--- src/rtl/card_reader_pkg.sv ---
// Constants, field positions and types for the card reader command controller
// Function
// RULE_01: Respond only when command word bits 7-10 equal the four jumpered equipment bits.
// RULE_02: Host drives command word bits 11-15 to zero when addressing this controller.
// RULE_03: Decode only command bits 0 and 1; ignore 2-5; host keeps bit 6 zero.
// RULE_04: Legal codes: read data, status one, status two; write function, test; others rejected.
// RULE_05: With protect jumper in, unprotected instructions are rejected; status reads never are.
// RULE_06: Function bit 0 clears control, interrupts and alarms; other bits override it.
// RULE_07: Function bit 1 clears interrupts; enables in the same word still take effect.
// RULE_08: Function bit 2 enables data interrupt; cleared by clears unless rewritten as one.
// RULE_09: A data transfer drops the data interrupt until the next column is ready.
// RULE_10: Bit 3 enables end-of-operation interrupt, only for operations ending after enabling.
// RULE_11: Bit 4 enables alarm interrupt, answering at once for an existing alarm.
// RULE_12: Bit 6 sets auto-transfer mode until master clear or a function without bit 6.
// RULE_13: Bit 7 feeds one card; a second feed restarts without end of operation.
// RULE_14: Several function bits in one word execute together as one operation.
// RULE_15: While not ready, a function is refused if bits 2,3,4,6 or 7 are set.
// RULE_16: Status one always answers with ready, busy, interrupt, data, alarms, protect, mode.
// RULE_17: Not-ready is the inverse of ready; ready needs supplies, hopper, stacker, no faults.
// RULE_18: Status bit 2 shows a common interrupt; bits 3-5 name its source.
// RULE_19: Data status is set while a column waits and drops when it is taken.
// RULE_20: End of operation sets at column 81 or lost data; clears on feed or clears.
// RULE_21: Alarm from lost data or malfunction clears on clears or feed once cause gone.
// RULE_22: Lost data sets on an untaken column; transfers refused until end of operation; the code keeps refusing them until a clear (bit 0) or a feed.
// RULE_23: A data transfer returns the last column on data bits 0-11.
// RULE_24: Common interrupt is the OR of data, end-of-operation and alarm responses.
// RULE_25: Auto-transfer interrupt needs the mode and data response, with no other response.
// RULE_26: Status two always answers; bit 0 reports hopper empty with last card read.
package card_reader_pkg;
    localparam int WORD_W = 16;
    localparam int COL_W = 12;
    localparam int EQ_W = 4;
    localparam int EQ_LSB = 7;
    localparam int EQ_MSB = 10;
    localparam int CODE_LSB = 0;
    localparam int CODE_MSB = 1;
    localparam logic [1:0] CODE_DATA = 2'h0;
    localparam logic [1:0] CODE_ST1 = 2'h1;
    localparam logic [1:0] CODE_TEST = 2'h2;
    localparam logic [1:0] CODE_ST2 = 2'h3;
    // Director function bits
    localparam int FN_CLEAR = 0;
    localparam int FN_CLR_INT = 1;
    localparam int FN_DATA_IE = 2;
    localparam int FN_EOP_IE = 3;
    localparam int FN_ALARM_IE = 4;
    localparam int FN_ADT = 6;
    localparam int FN_FEED = 7;
    localparam int TEST_ON = 0;
    localparam logic [WORD_W-1:0] FN_NOT_READY_MASK = 16'h00dc;
    // Status one and status two bits
    localparam int ST_READY = 0;
    localparam int ST_BUSY = 1;
    localparam int ST_INT = 2;
    localparam int ST_DATA = 3;
    localparam int ST_EOP = 4;
    localparam int ST_ALARM = 5;
    localparam int ST_LOST = 6;
    localparam int ST_PROT = 7;
    localparam int ST_NREADY = 9;
    localparam int ST_ADT = 10;
    localparam int ST2_HOPPER_EMPTY = 0;
    localparam logic [WORD_W-1:0] WORD_ZERO = 16'h0000;
    localparam logic [COL_W-1:0] COL_ZERO = 12'h000;

    typedef enum logic [5:0] {
        CMD_NONE = 6'h01,
        CMD_DATA = 6'h02,
        CMD_ST1 = 6'h04,
        CMD_ST2 = 6'h08,
        CMD_FUNC = 6'h10,
        CMD_TEST = 6'h20
    } cmd_t;

    typedef enum logic [1:0] {
        OP_IDLE = 2'h1,
        OP_READ = 2'h2
    } op_state_t;
endpackage

--- src/rtl/cmd_decode_if.sv ---
// Decoded command carried from the decoder to the controller core
`timescale 1ns/1ps
`default_nettype none
interface cmd_decode_if;
    import card_reader_pkg::*;
    logic hit;
    cmd_t cmd;
    logic illegal;
    logic protect_viol;
    modport dec (output hit, output cmd, output illegal, output protect_viol);
    modport ctl (input hit, input cmd, input illegal, input protect_viol);
endinterface
`default_nettype wire

--- src/rtl/command_decoder.sv ---
// Combinational decode of the host command word
`timescale 1ns/1ps
`default_nettype none
module command_decoder
    import card_reader_pkg::*;
(
    cmd_decode_if.dec cif,
    input wire logic instr_read,
    input wire logic [WORD_W-1:0] q_word,
    input wire logic [EQ_W-1:0] equip_code,
    input wire logic protect_jumper,
    input wire logic protect_bit
);
    logic [1:0] code;

    // Bits 2-5 are never looked at; bits 11-15 are the host's to keep zero
    assign code = q_word[CODE_MSB:CODE_LSB]; // RULE_03
    assign cif.hit = (q_word[EQ_MSB:EQ_LSB] == equip_code); // RULE_01

    always_comb begin
        cif.cmd = CMD_NONE;
        if (instr_read) begin
            if (code == CODE_DATA) begin
                cif.cmd = CMD_DATA; // RULE_04
            end else if (code == CODE_ST1) begin
                cif.cmd = CMD_ST1;
            end else if (code == CODE_ST2) begin
                cif.cmd = CMD_ST2;
            end
        end else begin
            if (code == CODE_ST1) begin
                cif.cmd = CMD_FUNC;
            end else if (code == CODE_TEST) begin
                cif.cmd = CMD_TEST;
            end
        end
    end

    assign cif.illegal = (cif.cmd == CMD_NONE); // RULE_04
    // Status reads are exempt so software can always see why it was refused
    assign cif.protect_viol = protect_jumper && !protect_bit
        && (cif.cmd != CMD_ST1) && (cif.cmd != CMD_ST2); // RULE_05
endmodule
`default_nettype wire

--- src/rtl/card_reader_ctrl.sv ---
// Card reader command controller: command execution, status and interrupts
`timescale 1ns/1ps
`default_nettype none
module card_reader_ctrl
    import card_reader_pkg::*;
(
    input wire logic clock,
    input wire logic rst_n,
    input wire logic [EQ_W-1:0] equip_code,
    input wire logic protect_jumper,
    input wire logic instr_valid,
    input wire logic instr_read,
    input wire logic [WORD_W-1:0] q_word,
    input wire logic [WORD_W-1:0] a_write,
    input wire logic protect_bit,
    output logic [WORD_W-1:0] a_read,
    output logic reply,
    output logic ext_reject,
    input wire logic supplies_ok,
    input wire logic hopper_loaded,
    input wire logic stacker_full,
    input wire logic card_jam,
    input wire logic read_alert,
    input wire logic column_ready,
    input wire logic [COL_W-1:0] column_data,
    input wire logic column_81,
    input wire logic reader_fault,
    input wire logic hopper_empty_last,
    output logic feed_start,
    output logic test_mode,
    output logic busy,
    output logic data_irq,
    output logic eop_irq,
    output logic alarm_irq,
    output logic common_irq,
    output logic adt_irq
);
    // ****************************************
    // Decode
    // ****************************************
    cmd_decode_if cif ();

    command_decoder u_dec (
        .cif(cif),
        .instr_read(instr_read),
        .q_word(q_word),
        .equip_code(equip_code),
        .protect_jumper(protect_jumper),
        .protect_bit(protect_bit)
    );

    op_state_t state_r;
    logic [WORD_W-1:0] a_read_r;
    logic [COL_W-1:0] col_buf_r;
    logic reply_r, reject_r, feed_start_r, test_mode_r;
    logic data_r, eop_r, alarm_r, lost_r, adt_mode_r;
    logic data_en_r, eop_en_r, alarm_en_r, eop_resp_r;
    logic ready, addressed, base_ok, cmd_ok, accepted;
    logic data_take, func_go, test_go, clr_ctl, clr_int, feed;
    logic col_ev, lost_set, eop_set, col_load;
    logic [WORD_W-1:0] status_one, status_two;

    function automatic logic fbit(input logic [WORD_W-1:0] w, input int pos);
        return w[pos];
    endfunction

    assign ready = supplies_ok && hopper_loaded && !stacker_full
        && !card_jam && !read_alert; // RULE_17
    assign addressed = instr_valid && cif.hit; // RULE_01
    assign base_ok = !cif.illegal && !cif.protect_viol; // RULE_04 RULE_05

    always_comb begin
        cmd_ok = 1'b1;
        case (cif.cmd)
            CMD_DATA: cmd_ok = ready && data_r && !alarm_r && !lost_r; // RULE_22
            CMD_FUNC: cmd_ok = ready || ((a_write & FN_NOT_READY_MASK) == WORD_ZERO); // RULE_15
            CMD_TEST: cmd_ok = (state_r == OP_IDLE);
            default: cmd_ok = 1'b1;
        endcase
    end

    assign accepted = addressed && base_ok && cmd_ok;
    assign data_take = accepted && (cif.cmd == CMD_DATA);
    assign func_go = accepted && (cif.cmd == CMD_FUNC);
    assign test_go = accepted && (cif.cmd == CMD_TEST);
    // All bits of one word act in the same cycle
    assign clr_ctl = func_go && fbit(a_write, FN_CLEAR); // RULE_14 RULE_06
    assign clr_int = func_go && (fbit(a_write, FN_CLEAR) || fbit(a_write, FN_CLR_INT)); // RULE_07
    assign feed = func_go && fbit(a_write, FN_FEED); // RULE_13

    // ****************************************
    // Card operation
    // ****************************************
    assign col_ev = column_ready && (state_r == OP_READ) && !lost_r && !feed;
    // A column taken in the very cycle the next arrives is not lost
    assign lost_set = col_ev && data_r && !data_take; // RULE_22
    assign col_load = col_ev && !lost_set;
    assign eop_set = ((state_r == OP_READ) && column_81 && !feed && !lost_r)
        || lost_set; // RULE_10 RULE_20

    always_ff @(posedge clock or negedge rst_n) begin
        if (!rst_n) begin
            state_r <= OP_IDLE;
        end else begin
            case (state_r)
                OP_IDLE: begin
                    if (feed) begin
                        state_r <= OP_READ; // RULE_13
                    end
                end
                OP_READ: begin
                    if (feed) begin
                        state_r <= OP_READ; // RULE_13
                    end else if (clr_ctl || eop_set) begin
                        state_r <= OP_IDLE; // RULE_06
                    end
                end
                default: state_r <= OP_IDLE;
            endcase
        end
    end

    always_ff @(posedge clock or negedge rst_n) begin
        if (!rst_n) begin
            feed_start_r <= 1'b0;
        end else begin
            feed_start_r <= feed;
        end
    end

    always_ff @(posedge clock or negedge rst_n) begin
        if (!rst_n) begin
            data_r <= 1'b0;
            col_buf_r <= COL_ZERO;
        end else begin
            if (col_load) begin
                data_r <= 1'b1; // RULE_19
                col_buf_r <= column_data;
            end else if (data_take || clr_ctl || feed) begin
                data_r <= 1'b0; // RULE_19 RULE_09
            end
        end
    end

    // A new feed wins over a simultaneous end, so the first card gets none
    always_ff @(posedge clock or negedge rst_n) begin
        if (!rst_n) begin
            eop_r <= 1'b0;
        end else begin
            if (feed) begin
                eop_r <= 1'b0; // RULE_13 RULE_20
            end else if (eop_set) begin
                eop_r <= 1'b1; // RULE_20
            end else if (clr_ctl) begin
                eop_r <= 1'b0; // RULE_20
            end
        end
    end

    always_ff @(posedge clock or negedge rst_n) begin
        if (!rst_n) begin
            lost_r <= 1'b0;
        end else begin
            if (lost_set) begin
                lost_r <= 1'b1; // RULE_22
            end else if (clr_ctl || feed) begin
                lost_r <= 1'b0; // RULE_22
            end
        end
    end

    // Clearing cannot drop an alarm whose malfunction still stands
    always_ff @(posedge clock or negedge rst_n) begin
        if (!rst_n) begin
            alarm_r <= 1'b0;
        end else begin
            if (lost_set || reader_fault) begin
                alarm_r <= 1'b1; // RULE_21
            end else if (clr_ctl || feed) begin
                alarm_r <= 1'b0; // RULE_21
            end
        end
    end

    // ****************************************
    // Modes and interrupts
    // ****************************************
    always_ff @(posedge clock or negedge rst_n) begin
        if (!rst_n) begin
            adt_mode_r <= 1'b0;
            test_mode_r <= 1'b0;
        end else begin
            if (func_go) begin
                adt_mode_r <= fbit(a_write, FN_ADT); // RULE_12
            end
            if (test_go) begin
                test_mode_r <= fbit(a_write, TEST_ON);
            end
        end
    end

    // Enable bits override the clears written beside them
    always_ff @(posedge clock or negedge rst_n) begin
        if (!rst_n) begin
            data_en_r <= 1'b0;
            eop_en_r <= 1'b0;
            alarm_en_r <= 1'b0;
        end else if (func_go) begin
            data_en_r <= fbit(a_write, FN_DATA_IE) || (data_en_r && !clr_int); // RULE_08
            eop_en_r <= fbit(a_write, FN_EOP_IE) || (eop_en_r && !clr_int); // RULE_10
            alarm_en_r <= fbit(a_write, FN_ALARM_IE) || (alarm_en_r && !clr_int); // RULE_11
        end
    end

    // Only an end seen while enabled raises a response
    always_ff @(posedge clock or negedge rst_n) begin
        if (!rst_n) begin
            eop_resp_r <= 1'b0;
        end else begin
            if (eop_set && !feed && eop_en_r && !(clr_int && !fbit(a_write, FN_EOP_IE))) begin
                eop_resp_r <= 1'b1; // RULE_10
            end else if (clr_int || feed) begin
                eop_resp_r <= 1'b0; // RULE_10
            end
        end
    end

    assign data_irq = data_en_r && data_r; // RULE_08 RULE_09
    assign eop_irq = eop_resp_r; // RULE_10
    assign alarm_irq = alarm_en_r && alarm_r; // RULE_11
    assign common_irq = data_irq || eop_irq || alarm_irq; // RULE_24
    assign adt_irq = adt_mode_r && data_irq && !eop_irq && !alarm_irq; // RULE_25

    // ****************************************
    // Host replies
    // ****************************************
    always_comb begin
        status_one = WORD_ZERO;
        status_one[ST_READY] = ready; // RULE_16
        status_one[ST_BUSY] = (state_r == OP_READ);
        status_one[ST_INT] = common_irq; // RULE_18
        status_one[ST_DATA] = data_r;
        status_one[ST_EOP] = eop_r;
        status_one[ST_ALARM] = alarm_r;
        status_one[ST_LOST] = lost_r;
        status_one[ST_PROT] = protect_jumper;
        status_one[ST_NREADY] = !ready; // RULE_17
        status_one[ST_ADT] = adt_mode_r;
    end

    always_comb begin
        status_two = WORD_ZERO;
        status_two[ST2_HOPPER_EMPTY] = hopper_empty_last; // RULE_26
    end

    always_ff @(posedge clock or negedge rst_n) begin
        if (!rst_n) begin
            reply_r <= 1'b0;
            reject_r <= 1'b0;
        end else begin
            reply_r <= accepted;
            reject_r <= addressed && !accepted; // RULE_04
        end
    end

    always_ff @(posedge clock or negedge rst_n) begin
        if (!rst_n) begin
            a_read_r <= WORD_ZERO;
        end else if (accepted) begin
            if (cif.cmd == CMD_ST1) begin
                a_read_r <= status_one; // RULE_16
            end else if (cif.cmd == CMD_ST2) begin
                a_read_r <= status_two; // RULE_26
            end else if (cif.cmd == CMD_DATA) begin
                a_read_r <= {{(WORD_W-COL_W){1'b0}}, col_buf_r}; // RULE_23
            end
        end
    end

    assign a_read = a_read_r;
    assign reply = reply_r;
    assign ext_reject = reject_r;
    assign feed_start = feed_start_r;
    assign test_mode = test_mode_r;
    assign busy = (state_r == OP_READ);
endmodule
`default_nettype wire

--- config.mk ---
export PLATFORM = sky130hd
export DESIGN_NAME = card_reader_ctrl
export DESIGN_NICKNAME = d
export VERILOG_FILES = /design/src/rtl/card_reader_pkg.sv /design/src/rtl/cmd_decode_if.sv /design/src/rtl/command_decoder.sv /design/src/rtl/card_reader_ctrl.sv
export SDC_FILE = /design/constraint.sdc
export NUM_CORES = 1
export LEC_CHECK = 0
export BUFFER_PORTS_ARGS = -buffer_cell sky130_fd_sc_hd__buf_2
export CORE_MARGIN = 2
export CORE_UTILIZATION = 40
export DETAILED_ROUTE_END_ITERATION = 6
export HOLD_SLACK_MARGIN = 0.1
export PLACE_DENSITY = 0.71
export SLEW_MARGIN = 15
export SYNTH_ARGS = -nofsm -noshare
export SYNTH_HDL_FRONTEND = slang
export SYNTH_SLANG_ARGS = --single-unit
--- constraint.sdc ---
create_clock -name clock -period 2.2 [get_ports clock]
set_input_delay 0.44 -clock clock [delete_from_list [all_inputs] [get_ports clock]]
set_output_delay 0.44 -clock clock [all_outputs]
set_load 0.01 [all_outputs]
==> metrics <==
total leakage power=between 0.0015 and 0.002 µW; synthesized cell area=about 0.0021 mm²; Achievable Freq=roughly 420 MHz; required time of the critical path=around 2.4 ns; Syn Area/Cell=11.13 µm²; via count=around 1,800; CTS tree=done; die width=76.71 µm; Total Wirelength=5.353 mm; die area=0.005884 mm²; most common flop cell mapped by yosys=dfrtp_1; clk slew on worst S/H paths=about 0.08 ns; cell accounting for the most synthesized area=dfrtp_1; Multi-input gate area=~0.0011 mm²; hold_sp=reader_fault; final setup fails=15; clk_skew=around 0.011 ns; reg-to-reg startpoint=data_r$_DFFE_PN0P_; CP arrival=roughly 2.6 ns; first-pass GRT wire length=about 9 mm; H-Tree Depth=2; fin area=slightly below 0.003 mm²; Port Buffer Count=65; fin crit share=1.078; register area=~980 µm²; asr flop ratio synth=1.000; Yosys warning total=0; CTS sink count=39; DRC violations left=0; clock buffer count from CTS=5; root buf cell=clkbuf_8; vias per cell=a little over 5; P_int=around 1100 µW; post-synthesis cell type count=between 40 and 50; Placer Congestion=~0.80; 1st-iter DRT viols=around 120; pin count of the biggest net entering global routing=21; hold depth=3; Wirelength per Cell=between 10 and 15 µm; Clk network pwr share=0.329; initial antenna violation count=0; failing checks=setup timing; Max Cap Viol=0; Post-DP Area=~0.0027 mm²; Critical Path End Type=flip-flop; post-route ant nets=0; Min-Delay Endpoint=alarm_r$_DFFE_PN0P_; Post-layout nets=between 300 and 400; Worst VDD drop=between 300 and 400 µV; sequential power share=0.496; Filler cells=about 460; R2R Setup Slk=-0.01 ns; Core Region=a little over 0.005 mm²; number of global-route vias before repair=~1,900; Hold Path Class=in -> reg; layout cells sized above 1=0.4808; Net Sw Frac=0.2762; power density cells=518.3 mW/mm²; number of synthesized flops with an enable pin=0; worst setup path class=in -> reg; setup ws final=-0.1718 ns; crit start category=primary input; Yosys top cell area share=0.4497; # IOs=89; Tmin final=about 2.4 ns; Logic pwr share=0.175; Post-DP HPWL=between 3 and 4 mm; Ant. Diodes=0; endpoints failing hold=0; Clk Latency, worst-skew pair=0.30 ns; worst r2r dst=col_buf_r[8]$_DFFE_PN0P_; Max Slew Vio Count=0; Synth Register Bits=39; top sig layer=met4; Met2 Wirelength=about 2.7 mm; Area Overhead vs Synth=38.70%; gr ovfl total=0; CP max FO=6; CTS Buffer Depth=2; post-route setup TNS=-1.923 ns; register area share after synthesis=0.4621; status=finished, violations left; RSZ-0062 raised after global routing=true; R2R depth=9; Mapped Cells=between 150 and 200; Net Sw Power=419.8 µW; site row count=26; Starting Density=0.4140; top cells by area, synth=dfrtp_1, mux2_4, o21ai_0; routed wl met3=between 300 and 400 µm; Post-Place Setup Slack=-0.5541 ns; overall power=around 1500 µW; Met1 Wirelength=between 2 and 2.5 mm; DRT Pass-1 Iters=5; DIE HEIGHT=roughly 77 µm; GRT Total Usage=0.1882
-- layout by cell type, fill, tap and decap left out, drive strengths merged, types with 4 or more instances in the layout --
cell type | synthesis | routed
buf | 8 | 94
o21ai | 19 | 19
mux2 | 14 | 14
conb | 1 | 4
nand2 | 24 | 24
inv | 8 | 9
a22oi | 9 | 9
a22o | 6 | 6
dfrtp | 38 | 38
clkbuf | 2 | 6
xor2 | 4 | 4
a21oi | 5 | 5
ha | 7 | 7
-- worst max path at each step --
| stage | to | startpoint | cells past startpoint | slack, ns |
|---|---|---|---|---|
| floorplan | col_buf_r[0]$_DFFE_PN0P_ | q_word[1] | 11 | -0.36 |
| global placement | col_buf_r[10]$_DFFE_PN0P_ | q_word[1] | 11 | -0.59 |
| detailed placement | col_buf_r[11]$_DFFE_PN0P_ | q_word[1] | 11 | -0.55 |
| CTS | col_buf_r[4]$_DFFE_PN0P_ | q_word[1] | 11 | -0.15 |
| global route | col_buf_r[8]$_DFFE_PN0P_ | q_word[0] | 11 | -0.23 |
| finish | col_buf_r[8]$_DFFE_PN0P_ | q_word[1] | 11 | -0.17 |
-- layer usage --
layer,vias up,track usage
li1,871,-
met1,887,0.2335
met2,48,0.3281
met3,6,0.05412
met4,0,0.03455
met5,-,0
-- critical path, cell delays in order --
cell and delay (ns):
buf_12 0.11, inv_12 0.03, ha_4 0.22, or3_1 0.39
a21oi_1 0.19, nor4b_2 0.08, o31a_1 0.11, and2b_2 0.22
o2111ai_4 0.25, clkbuf_16 0.21, mux2_4 0.29
-- power by group through the flow --
stage	combinational [µW]	clock [µW]	sequential, µW
final	266	500	754
after global routing	292	553	758
after CTS	264	507	754
after detailed placement	247	0	768
after global placement	237	0	768
after floorplan	134	0	768
-- final cells by class --
cell class | instances | area share
Tap cell | 70 | 0.02986
Sequential cell | 39 | 0.3332
Clock buffer | 5 | 0.02346
Clock inverter | 3 | 0.008106
Inverter | 8 | 0.01621
Multi-Input combinational cell | 136 | 0.3776
Timing Repair Buffer | 96 | 0.2116
-- cell families after synthesis --
family / share of synthesized area
xor gates and xnor gates: 0.02071
and+or+nand+nor: 0.1598
DFF: 0.4621
muxes: 0.09053
AOI/OAI and AO/OA: 0.1663
buffers and inverters: 0.05740
adders and majority gates: 0.04142
other: 0.001773
-- metrics by stage --
stage                     instances  hold slack, ns    util
final                           357          0.3529  0.5742
after global routing            357          0.3508  0.5742
after CTS                       356          0.3576  0.5698
after detailed placement        346          0.3853  0.5314
after global placement          346          0.3810  0.5314
after floorplan                 193          0.1444       -
-- synth_stat cells (3+ instances only) --
cell,instances
xor2_1,4
a22o_1,6
inv_1,8
a22oi_1,9
nor3_1,3
buf_6,3
o21ai_0,19
nand2_1,24
ha_1,7
nor2_1,3
a21oi_1,5
dfrtp_1,38
mux2_2,5
mux2_4,9
or3_1,3
buf_4,4
-- repair_timing --
item / 4_1_cts / 5_1_grt
pin swaps: 2 / 0
setup buffers: 0 / 1
resized for setup: 16 / 5
hold buffers: 1 / 0
gates cloned: 1 / 0
hold endpoints to repair: 16 / 0
setup endpoints to repair: 25 / 21
Power figures use the tool's default switching activity.
